$ cat src/heat_trace_pkg.sv
// constants, register map and types for the heat-trace circuit controller
package heat_trace_pkg;
  // clock and timing
  localparam int unsigned CLK_HZ         = 250_000_000;
  localparam int unsigned SLOT_MS        = 10;
  localparam int unsigned SLOT_CYCLES    = CLK_HZ / 1000 * SLOT_MS;
  localparam int unsigned SSR_PERIOD_S   = 1;
  localparam int unsigned SLOTS_PER_SEC  = 1000 / SLOT_MS;
  localparam int unsigned SEC_PER_MIN    = 60;
  localparam int unsigned SEC_PER_HOUR   = 3600;
  localparam int unsigned MECH_WINDOW_MIN = 20;
  localparam int unsigned RAMP_S         = 90;
  localparam int unsigned RAMP_STEP_SLOTS = RAMP_S * SLOTS_PER_SEC / 100;
  // limits
  localparam logic [15:0] RTD_OHM_MAX    = 16'd313;
  localparam logic [15:0] RTD_OHM_MIN    = 16'd48;
  localparam logic [6:0]  PCT_FULL       = 7'd100;
  localparam logic [6:0]  PCT_MIN_ON     = 7'd8;
  localparam logic [32:0] ACC_LIMIT      = 33'h080000000;
  localparam logic [7:0]  GF_CAP_MIN     = 8'd20;
  localparam logic [7:0]  HC_CAP_MIN     = 8'd1;
  localparam logic [7:0]  HC_CAP_MAX     = 8'd100;
  localparam int unsigned ADDR_MIN       = 1;
  localparam int unsigned ADDR_MAX       = 20;
  // register byte offsets
  localparam logic [7:0] REG_CTRL   = 8'h00;
  localparam logic [7:0] REG_CLAMP  = 8'h04;
  localparam logic [7:0] REG_MAINT  = 8'h08;
  localparam logic [7:0] REG_MAXT   = 8'h0c;
  localparam logic [7:0] REG_MINAMB = 8'h10;
  localparam logic [7:0] REG_STATUS = 8'h14;
  localparam logic [7:0] REG_AHOUR  = 8'h18;
  localparam logic [7:0] REG_WHOUR  = 8'h1c;
  localparam logic [7:0] REG_GFCAP  = 8'h20;
  localparam logic [7:0] REG_HCCAP  = 8'h24;
  localparam logic [7:0] REG_ADDR   = 8'h28;
  localparam logic [7:0] REG_CLEAR  = 8'h2c;
  localparam logic [7:0] REG_TEMPS  = 8'h30;
  // status field positions
  localparam int unsigned ST_HEAT_BIT  = 0;
  localparam int unsigned ST_FAULT_LSB = 8;
  localparam int unsigned ST_MIN_LSB   = 16;
  localparam int unsigned ST_DUTY_LSB  = 24;
  // clear register bits
  localparam int unsigned CLR_AH_BIT = 0;
  localparam int unsigned CLR_WH_BIT = 1;
  // reset values and bus response codes
  localparam logic [6:0]  CLAMP_RST = 7'd100;
  localparam logic [15:0] MAINT_RST = 16'd5;
  localparam logic [15:0] MAXT_RST  = 16'd15;
  localparam logic [15:0] MINAMB_RST = 16'hffd8;
  localparam logic [1:0]  RESP_OKAY   = 2'b00;
  localparam logic [1:0]  RESP_SLVERR = 2'b10;

  typedef enum logic [1:0] {
    MODE_ONOFF     = 2'h0,
    MODE_SOFT      = 2'h1,
    MODE_PROP_LINE = 2'h2,
    MODE_PROP_AMB  = 2'h3
  } mode_t;

  typedef enum logic [2:0] {
    ST_OFF  = 3'b001,
    ST_RAMP = 3'b010,
    ST_FULL = 3'b100
  } heat_st_t;
endpackage : heat_trace_pkg

$ cat src/heat_trace_ctrl.sv
// heat-trace circuit control: rtd select, control modes, relay drive, totals
//
// Local design decisions: the register offsets and the AXI4-Lite register port.
`timescale 1ns/1ps
module heat_trace_ctrl
  import heat_trace_pkg::*;
#(
  parameter int unsigned N_RTD            = 2,
  parameter int unsigned SLOT_CYC         = SLOT_CYCLES,
  parameter bit          RELAY_ELECTROMECH = 1'b0,
  parameter int unsigned HEATER_VOLTS     = 240,
  parameter int unsigned BOARD_ADDR       = 1
) (
  // clock and reset
  input  wire logic                CLK,
  input  wire logic                RESET_N,
  // axi4-lite write
  input  wire logic                AWVALID,
  output logic                     AWREADY,
  input  wire logic [7:0]          AWADDR,
  input  wire logic                WVALID,
  output logic                     WREADY,
  input  wire logic [31:0]         WDATA,
  input  wire logic [3:0]          WSTRB,
  output logic                     BVALID,
  input  wire logic                BREADY,
  output logic [1:0]               BRESP,
  // axi4-lite read
  input  wire logic                ARVALID,
  output logic                     ARREADY,
  input  wire logic [7:0]          ARADDR,
  output logic                     RVALID,
  input  wire logic                RREADY,
  output logic [31:0]              RDATA,
  output logic [1:0]               RRESP,
  // measurements
  input  wire logic [N_RTD*16-1:0] RTD_OHMS,
  input  wire logic [N_RTD*16-1:0] RTD_TEMP,
  input  wire logic [7:0]          HEATER_AMPS,
  input  wire logic [7:0]          LEAK_MA,
  input  wire logic                GF_TRIP,
  input  wire logic                HC_TRIP,
  // outputs
  output logic                     HEATER_ON,
  output logic [N_RTD-1:0]         RTD_FAULT
);

  if (N_RTD < 1 || N_RTD > 8 || SLOT_CYC < 1 || HEATER_VOLTS > 1000 ||
      BOARD_ADDR < ADDR_MIN || BOARD_ADDR > ADDR_MAX) begin : g_chk
    $error("heat_trace_ctrl: parameter out of range");
  end

  localparam logic [31:0] SLOT_LAST = 32'(SLOT_CYC - 1);
  localparam logic [6:0]  SEC_LAST  = 7'(SLOTS_PER_SEC * SSR_PERIOD_S - 1);
  localparam logic [5:0]  MIN_LAST  = 6'(SEC_PER_MIN - 1);
  localparam logic [4:0]  WIN_LAST  = 5'(MECH_WINDOW_MIN - 1);
  localparam logic [6:0]  RAMP_LAST = 7'(RAMP_STEP_SLOTS - 1);

  // percent of full power: 100 at or below lo, 0 at or above hi
  function automatic logic [6:0] pct(input logic signed [15:0] t,
                                     input logic signed [15:0] lo,
                                     input logic signed [15:0] hi);
    logic signed [17:0] num;
    logic signed [17:0] den;
    logic [24:0]        q;
    num = 18'(hi) - 18'(t);
    den = 18'(hi) - 18'(lo);
    q   = '0;
    if (t <= lo) begin
      pct = PCT_FULL;
    end else if (t >= hi || den <= 0) begin
      pct = '0;
    end else begin
      q   = (25'(unsigned'(num)) * 25'(PCT_FULL)) / 25'(unsigned'(den));
      pct = q[6:0];
    end
  endfunction : pct

  // saturating add of whole hours to a running total
  function automatic logic [31:0] sat_add(input logic [31:0] acc,
                                          input logic [31:0] inc);
    logic [32:0] s;
    s = {1'b0, acc} + {1'b0, inc};
    sat_add = (s > ACC_LIMIT) ? ACC_LIMIT[31:0] : s[31:0];
  endfunction : sat_add

  // register state
  mode_t       mode_q;
  logic [6:0]  clamp_q;
  logic [15:0] maint_q, maxt_q, minamb_q;
  logic [31:0] ah_q, wh_q;
  logic [11:0] as_q;
  logic [31:0] ws_q;
  logic [7:0]  gf_cap_q, hc_cap_q;
  // timebase and control state
  logic [31:0] slot_cnt_q;
  logic [6:0]  slot_q;
  logic [5:0]  sec_q;
  logic [4:0]  min_q;
  logic [6:0]  ramp_cnt_q;
  logic [6:0]  ss_duty_q;
  logic [6:0]  per_duty_q;
  logic [4:0]  on_min_q;
  heat_st_t    st_q;
  // axi state
  logic        aw_got_q, w_got_q;
  logic [7:0]  waddr_q;
  logic [31:0] wdata_q;
  logic [3:0]  wstrb_q;

  // rtd fault and selection
  logic                     any_ok;
  logic signed [15:0]       t_ctl, t_alm;
  always_comb begin
    any_ok = 1'b0;
    t_ctl  = '0;
    t_alm  = '0;
    for (int i = 0; i < N_RTD; i++) begin
      RTD_FAULT[i] = RTD_OHMS[i*16 +: 16] > RTD_OHM_MAX ||
                     RTD_OHMS[i*16 +: 16] < RTD_OHM_MIN;
      if (!RTD_FAULT[i]) begin
        if (!any_ok || $signed(RTD_TEMP[i*16 +: 16]) < t_ctl) begin
          t_ctl = $signed(RTD_TEMP[i*16 +: 16]);
        end
        if (!any_ok || $signed(RTD_TEMP[i*16 +: 16]) > t_alm) begin
          t_alm = $signed(RTD_TEMP[i*16 +: 16]);
        end
        any_ok = 1'b1;
      end
    end
  end

  logic tick_slot, tick_per, tick_sec, tick_min, tick_win;
  assign tick_slot = slot_cnt_q == SLOT_LAST;
  assign tick_per  = tick_slot && slot_q == SEC_LAST;
  assign tick_sec  = tick_per;
  assign tick_min  = tick_sec && sec_q == MIN_LAST;
  assign tick_win  = tick_min && min_q == WIN_LAST;

  // soft start only with solid-state switch and clamp below full
  logic soft_on;
  assign soft_on = mode_q == MODE_SOFT && !RELAY_ELECTROMECH &&
                   clamp_q < PCT_FULL;
  logic at_maint, at_max;
  assign at_maint = t_ctl <= $signed(maint_q);
  assign at_max   = t_ctl >= $signed(maxt_q);

  // on/off and soft-start state
  always_ff @(posedge CLK or negedge RESET_N) begin
    if (!RESET_N) begin
      st_q <= ST_OFF;
    end else if (!any_ok || mode_q[1]) begin
      st_q <= ST_OFF;
    end else begin
      unique case (st_q)
        ST_OFF:  if (at_maint) st_q <= soft_on ? ST_RAMP : ST_FULL;
        ST_RAMP: if (at_max) st_q <= ST_OFF;
                 else if (ss_duty_q >= PCT_FULL) st_q <= ST_FULL;
        ST_FULL: if (at_max) st_q <= ST_OFF;
        default: st_q <= ST_OFF;
      endcase
    end
  end

  // ramp from clamp to full, one percent per step
  always_ff @(posedge CLK or negedge RESET_N) begin
    if (!RESET_N) begin
      ss_duty_q  <= '0;
      ramp_cnt_q <= '0;
    end else if (st_q != ST_RAMP) begin
      ss_duty_q  <= clamp_q;
      ramp_cnt_q <= '0;
    end else if (tick_slot) begin
      ramp_cnt_q <= (ramp_cnt_q == RAMP_LAST) ? '0 : ramp_cnt_q + 7'd1;
      if (ramp_cnt_q == RAMP_LAST && ss_duty_q < PCT_FULL) begin
        ss_duty_q <= ss_duty_q + 7'd1;
      end
    end
  end

  // demanded duty
  logic [6:0] prop_d, demand_d;
  always_comb begin
    if (mode_q == MODE_PROP_AMB) begin
      prop_d = pct(t_ctl, minamb_q, maint_q);
    end else begin
      prop_d = pct(t_ctl, maint_q, maxt_q);
    end
    if (prop_d != '0 && prop_d < PCT_MIN_ON) begin
      prop_d = PCT_MIN_ON;
    end
    if (!any_ok) begin
      demand_d = '0;
    end else if (mode_q[1]) begin
      demand_d = prop_d;
    end else begin
      unique case (st_q)
        ST_RAMP: demand_d = ss_duty_q;
        ST_FULL: demand_d = PCT_FULL;
        default: demand_d = '0;
      endcase
    end
    if (!RELAY_ELECTROMECH && demand_d > clamp_q && mode_q != MODE_ONOFF) begin
      demand_d = clamp_q;
    end
    if (mode_q == MODE_SOFT && demand_d > ss_duty_q && st_q == ST_RAMP) begin
      demand_d = ss_duty_q;
    end
    if (mode_q == MODE_SOFT && st_q == ST_FULL) begin
      demand_d = any_ok ? PCT_FULL : '0;
    end
  end

  // timebase
  always_ff @(posedge CLK or negedge RESET_N) begin
    if (!RESET_N) begin
      slot_cnt_q <= '0;
      slot_q     <= '0;
      sec_q      <= '0;
      min_q      <= '0;
    end else begin
      slot_cnt_q <= tick_slot ? '0 : slot_cnt_q + 32'd1;
      if (tick_slot) slot_q <= (slot_q == SEC_LAST) ? '0 : slot_q + 7'd1;
      if (tick_sec) sec_q <= (sec_q == MIN_LAST) ? '0 : sec_q + 6'd1;
      if (tick_min) min_q <= (min_q == WIN_LAST) ? '0 : min_q + 5'd1;
    end
  end

  // period and window latching
  logic [11:0] on_min_w;
  assign on_min_w = (12'(demand_d) * 12'(MECH_WINDOW_MIN) + 12'd50) / 12'd100;
  always_ff @(posedge CLK or negedge RESET_N) begin
    if (!RESET_N) begin
      per_duty_q <= '0;
      on_min_q   <= '0;
    end else begin
      if (tick_per) per_duty_q <= demand_d;
      if (tick_win) on_min_q <= on_min_w[4:0];
    end
  end

  // relay drive
  logic heat_d;
  always_comb begin
    if (!any_ok) begin
      heat_d = 1'b0;
    end else if (RELAY_ELECTROMECH && mode_q[1]) begin
      heat_d = min_q < on_min_q;
    end else if (RELAY_ELECTROMECH || !soft_on && !mode_q[1]) begin
      heat_d = st_q == ST_FULL;
    end else begin
      heat_d = slot_q < per_duty_q;
    end
  end
  always_ff @(posedge CLK or negedge RESET_N) begin
    if (!RESET_N) HEATER_ON <= 1'b0;
    else          HEATER_ON <= heat_d;
  end

  logic [4:0] min_left;
  assign min_left = (RELAY_ELECTROMECH && mode_q[1] && !HEATER_ON) ?
                    5'(MECH_WINDOW_MIN) - min_q : '0;

  // axi write capture and response
  logic wr_go, clr_ah, clr_wh;
  assign AWREADY = !aw_got_q && !BVALID;
  assign WREADY  = !w_got_q && !BVALID;
  assign wr_go   = aw_got_q && w_got_q && !BVALID;
  assign clr_ah  = wr_go && waddr_q == REG_CLEAR && wstrb_q[0] &&
                   wdata_q[CLR_AH_BIT];
  assign clr_wh  = wr_go && waddr_q == REG_CLEAR && wstrb_q[0] &&
                   wdata_q[CLR_WH_BIT];
  always_ff @(posedge CLK or negedge RESET_N) begin
    if (!RESET_N) begin
      aw_got_q <= 1'b0;
      w_got_q  <= 1'b0;
      waddr_q  <= '0;
      wdata_q  <= '0;
      wstrb_q  <= '0;
      BVALID   <= 1'b0;
      BRESP    <= RESP_OKAY;
    end else begin
      if (AWVALID && AWREADY) begin
        aw_got_q <= 1'b1;
        waddr_q  <= {AWADDR[7:2], 2'b00};
      end
      if (WVALID && WREADY) begin
        w_got_q <= 1'b1;
        wdata_q <= WDATA;
        wstrb_q <= WSTRB;
      end
      if (wr_go) begin
        aw_got_q <= 1'b0;
        w_got_q  <= 1'b0;
        BVALID   <= 1'b1;
        BRESP    <= (waddr_q > REG_TEMPS) ? RESP_SLVERR : RESP_OKAY;
      end else if (BVALID && BREADY) begin
        BVALID <= 1'b0;
      end
    end
  end

  // writable settings
  always_ff @(posedge CLK or negedge RESET_N) begin
    if (!RESET_N) begin
      mode_q   <= MODE_ONOFF;
      clamp_q  <= CLAMP_RST;
      maint_q  <= MAINT_RST;
      maxt_q   <= MAXT_RST;
      minamb_q <= MINAMB_RST;
    end else if (wr_go) begin
      unique case (waddr_q)
        REG_CTRL:  if (wstrb_q[0]) mode_q <= mode_t'(wdata_q[1:0]);
        REG_CLAMP: if (wstrb_q[0]) clamp_q <= (wdata_q[6:0] > PCT_FULL) ?
                                              PCT_FULL : wdata_q[6:0];
        REG_MAINT: begin
          if (wstrb_q[0]) maint_q[7:0]  <= wdata_q[7:0];
          if (wstrb_q[1]) maint_q[15:8] <= wdata_q[15:8];
        end
        REG_MAXT: begin
          if (wstrb_q[0]) maxt_q[7:0]  <= wdata_q[7:0];
          if (wstrb_q[1]) maxt_q[15:8] <= wdata_q[15:8];
        end
        REG_MINAMB: begin
          if (wstrb_q[0]) minamb_q[7:0]  <= wdata_q[7:0];
          if (wstrb_q[1]) minamb_q[15:8] <= wdata_q[15:8];
        end
        default: ;
      endcase
    end
  end

  // energy totals, per second
  logic [12:0] as_sum;
  logic [31:0] ws_sum;
  assign as_sum = 13'(as_q) + 13'(HEATER_AMPS);
  assign ws_sum = ws_q + 32'(HEATER_VOLTS) * 32'(HEATER_AMPS);
  always_ff @(posedge CLK or negedge RESET_N) begin
    if (!RESET_N) begin
      as_q <= '0;
      ah_q <= '0;
    end else if (clr_ah) begin
      as_q <= '0;
      ah_q <= '0;
    end else if (tick_sec) begin
      as_q <= 12'(as_sum % 13'(SEC_PER_HOUR));
      ah_q <= sat_add(ah_q, 32'(as_sum / 13'(SEC_PER_HOUR)));
    end
  end
  always_ff @(posedge CLK or negedge RESET_N) begin
    if (!RESET_N) begin
      ws_q <= '0;
      wh_q <= '0;
    end else if (clr_wh) begin
      ws_q <= '0;
      wh_q <= '0;
    end else if (tick_sec) begin
      ws_q <= ws_sum % 32'(SEC_PER_HOUR);
      wh_q <= sat_add(wh_q, ws_sum / 32'(SEC_PER_HOUR));
    end
  end

  // trip captures
  always_ff @(posedge CLK or negedge RESET_N) begin
    if (!RESET_N) begin
      gf_cap_q <= '0;
      hc_cap_q <= '0;
    end else begin
      if (GF_TRIP) begin
        gf_cap_q <= (LEAK_MA < GF_CAP_MIN) ? GF_CAP_MIN : LEAK_MA;
      end
      if (HC_TRIP) begin
        hc_cap_q <= (HEATER_AMPS < HC_CAP_MIN) ? HC_CAP_MIN :
                    (HEATER_AMPS > HC_CAP_MAX) ? HC_CAP_MAX :
                    HEATER_AMPS;
      end
    end
  end

  // axi read
  logic [31:0] rd_d;
  logic [31:0] status_w;
  always_comb begin
    status_w = '0;
    status_w[ST_HEAT_BIT] = HEATER_ON;
    status_w[ST_FAULT_LSB +: N_RTD] = RTD_FAULT;
    status_w[ST_MIN_LSB +: 5] = min_left;
    status_w[ST_DUTY_LSB +: 7] = demand_d;
    unique case ({ARADDR[7:2], 2'b00})
      REG_CTRL:   rd_d = 32'(mode_q);
      REG_CLAMP:  rd_d = 32'(clamp_q);
      REG_MAINT:  rd_d = 32'(maint_q);
      REG_MAXT:   rd_d = 32'(maxt_q);
      REG_MINAMB: rd_d = 32'(minamb_q);
      REG_STATUS: rd_d = status_w;
      REG_AHOUR:  rd_d = ah_q;
      REG_WHOUR:  rd_d = wh_q;
      REG_GFCAP:  rd_d = 32'(gf_cap_q);
      REG_HCCAP:  rd_d = 32'(hc_cap_q);
      REG_ADDR:   rd_d = 32'(BOARD_ADDR);
      REG_TEMPS:  rd_d = {t_alm, t_ctl};
      default:    rd_d = '0;
    endcase
  end
  assign ARREADY = !RVALID;
  always_ff @(posedge CLK or negedge RESET_N) begin
    if (!RESET_N) begin
      RVALID <= 1'b0;
      RDATA  <= '0;
      RRESP  <= RESP_OKAY;
    end else if (ARVALID && ARREADY) begin
      RVALID <= 1'b1;
      RDATA  <= rd_d;
      RRESP  <= (ARADDR > REG_TEMPS + 8'd3) ? RESP_SLVERR : RESP_OKAY;
    end else if (RREADY) begin
      RVALID <= 1'b0;
    end
  end

endmodule : heat_trace_ctrl

$ cat config.mk
export PLATFORM = sky130hd
export DESIGN_NAME = heat_trace_ctrl
export DESIGN_NICKNAME = d
export VERILOG_FILES = /design/src/heat_trace_pkg.sv /design/src/heat_trace_ctrl.sv
export SDC_FILE = /design/constraint.sdc
export NUM_CORES = 2
export LEC_CHECK = 0
export BUFFER_PORTS_ARGS = -buffer_cell sky130_fd_sc_hd__buf_2
export CAP_MARGIN = 20
export CORE_UTILIZATION = 40
export DETAILED_ROUTE_END_ITERATION = 8
export SLEW_MARGIN = 20
export SYNTH_ARGS = -nofsm -noshare
export SYNTH_HDL_FRONTEND = slang
export SYNTH_SLANG_ARGS = --single-unit
$ cat constraint.sdc
create_clock -name CLK -period 89.1 [get_ports CLK]
set_clock_uncertainty 0.05 [all_clocks]
set_input_delay 4.455 -clock CLK [delete_from_list [all_inputs] [get_ports CLK]]
set_output_delay 4.455 -clock CLK [all_outputs]
set_load 0.01 [all_outputs]
==> results.json <==
{
  "min_to": "slot_cnt_q[4]",
  "finalWirelength_um": 175000,
  "synth_area_leaders": "ha_1, dfrtp_1, o21a_1",
  "dieWidth_um": 378,
  "io-pin-count": 185,
  "cp-start-kind": "input pin",
  "root_buffer": "clkbuf_16",
  "synth_top_cell_by_area": "ha_1",
  "rr_endpoint": "per_duty_q[0]",
  "tightest_slew_ns": 1.14,
  "postCtsHoldBufs": 0,
  "synthMuxAreaShare": 0.0711,
  "pre_cts_slack_ns": -0.750,
  "hold_start": "slot_cnt_q[4]",
  "cts_made_buffers": 28,
  "crit_path_top_delay_cell": "fa_1",
  "syn_area_um2": 56400,
  "status": "completed",
  "synthSimpleGateAreaFrac": 0.212,
  "h-tree-depth": 1,
  "antenna_left": 0,
  "setup_viol": 0,
  "dieArea_um2": 143000,
  "fmax_mhz": 11.7,
  "vias": 55700,
  "start_util": 0.404,
  "cp_common_cell": "o21a_1",
  "hpwl_um": 139000,
  "rows": 137,
  "avgRoutedWirePerCell_um": 18.2,
  "dr.pass1.iters": 8,
  "syn_inst": 7223,
  "antenna-diode-count": 0,
  "track_usage": 0.235,
  "grt_pass1_wl_um": 275000,
  "drc": 0,
  "cap_violations": 0,
  "syn_to_final_growth_pct": 15.9,
  "worstSkewPairLatency_ns": 0.64,
  "synth-edff-count": 0,
  "hold_viol": 0,
  "viasPerCell": 5.79,
  "cts.sinks": 303,
  "placed_area_um2": 61200,
  "post-route-period-util": 0.956,
  "hold_depth": 1,
  "rr_startpoint": "maint_q[1]",
  "drive_gt1_frac": 0.191,
  "ys_async_sr_fraction": 1.00,
  "fin_util": 0.468,
  "grt_pass1_vias": 52600,
  "clock_path_buffers": 3,
  "ys.flop_type": "dfrtp_1",
  "maxSlewHeadroom": 0.235,
  "crit_fanout": 8,
  "syn_avg_cell_area_um2": 7.81,
  "required_ns": 89.60,
  "synth_top_area_share": 0.200,
  "cts_tree": "built",
  "max_stage_delay_ns": 0.46,
  "yosys_warnings": 0,
  "overflow": 0,
  "drtIter0Drc": 3285,
  "setup_slack_ns": 3.88,
  "ys_seq_area_frac": 0.135,
  "crit_arrival_ns": 85.71,
  "hold_class": "reg2reg",
  "path_class": "in2reg",
  "rr_worst_depth": 429,
  "antenna_found_initial": 4,
  "netlist_top_cells_count": "ha_1, nor2_1, nor3_1, nand2_1, o21a_1",
  "synth_compound_area_frac": 0.268,
  "synth_seq_cells": 303,
  "synth_most_common_cell": "ha_1",
  "post-route-min-period_ns": 85.22,
  "rrSetupSlack_ns": 10.59,
  "gp_congestion": 0.928,
  "clk_pin_slew_ns": 0.07,
  "grt_max_degree": 93,
  "ys_types": 134,
  "critPathCaptureType": "flop",
  "port-buffer-count": 158,
  "synthAdderAreaFrac": 0.219,
  "layout.nets": 8822,
  "synth_top_family_by_area": "compound AO/OA/AOI/OAI gates",
  "placed_cells": 9360,
  "coreArea_um2": 140000,
  "report.final.slew_viol_count": 0,
  "fin_area_um2": 65400,
  "synth_xor_area_frac": 0.0550,
  "finalNonFillerCells": 9628,
  "die_y_um": 378
}
per-stage QoR:
step | TNS [ns] | hold slack (ns)
detailed placement | -8.70 | 0.409
global placement | 0 | 0.411
floorplan | 0 | 0.389
global route | -9.04 | 0.452
CTS | 0 | 0.422
finish | 0 | 0.423
placed cells by master (no fill, tap or decap), types with 190 or more instances in the layout:
| cell | synthesis | final |
|---|---|---|
| a21oi_1 | 408 | 338 |
| o31ai_1 | 194 | 190 |
| nor3_1 | 529 | 521 |
| nand2_1 | 517 | 509 |
| xnor2_1 | 234 | 213 |
| ha_1 | 901 | 878 |
| o21ai_0 | 399 | 327 |
| nor2_1 | 645 | 613 |
| dfrtp_1 | 281 | 281 |
| buf_4 | 4 | 481 |
| o21a_1 | 517 | 514 |
| mux2_2 | 306 | 301 |
| inv_1 | 397 | 391 |
per-layer routing:
metal / part of all wire / wire, um / GRT usage
met1: 0.45 / 79400 / 0.307
met2: 0.47 / 82500 / 0.406
met3: 0.040 / 7020 / 0.0139
met4: 0.037 / 6480 / 0.0798
met5: 0.00014 / 25 / 0
logic make-up (layout without fill, tap and decap cells):
group	after synthesis	count (layout)
and+or+nand+nor	2462	2462
xor gates and xnor gates	348	348
DFF	303	303
AOI/OAI and AO/OA	2199	2200
other	1	4
muxes	361	361
buffers and inverters	591	1116
adders and majority gates	958	958
how the worst max path moves through the flow:
| stage | startpoint | to | slack, ns | cells after the start |
|---|---|---|---|---|
| after floorplan | RTD_OHMS[15] | per_duty_q[0] | 0.03 | 480 |
| after global placement | RTD_OHMS[15] | RDATA[29] | 0.60 | 451 |
| after detailed placement | RTD_OHMS[15] | RDATA[29] | -0.75 | 451 |
| after CTS | RTD_OHMS[15] | RDATA[29] | 0.06 | 451 |
| after global routing | RTD_OHMS[15] | per_duty_q[0] | -0.73 | 453 |
| final | RTD_OHMS[15] | per_duty_q[0] | 3.88 | 451 |
worst max-delay path: cells and delay by family:
family | cells | cell delay [ns]
fa+ha+maj | 33 | 9.38
xor+xnor | 2 | 0.41
simple gates | 65 | 8.48
mux | 12 | 3.33
compound gates | 324 | 57.67
buf+inv | 15 | 1.82
timing repair:
action | in CTS | in global routing
pin swaps | 0 | 219
setup endpoints to repair | 14 | 14
cloned | 0 | 4
setup buffers | 0 | 213
gates resized for setup | 7 | 403
sequential cells by signal, summed over array words and instances, names as in the netlist, 8 cells and up:
name,count
as_q,12
RDATA,32
ws_q,28
maint_q,16
hc_cap_q,8
wh_q,32
minamb_q,16
wdata_q,16
slot_cnt_q,32
maxt_q,16
gf_cap_q,8
ah_q,32
cell type report:
cell class	instances	area [um2]
clock inverters	10	135
inverters	402	1510
multi-input cells	6333	48200
flip-flops and latches	303	7610
clock buffers	41	790
repair buffers	663	4760
well taps	1876	2350
fillers	13800	74300
Power is left out: the tool's default activity adds up to more than one toggle a clock period on the data nets, which glitch-free logic cannot reach.
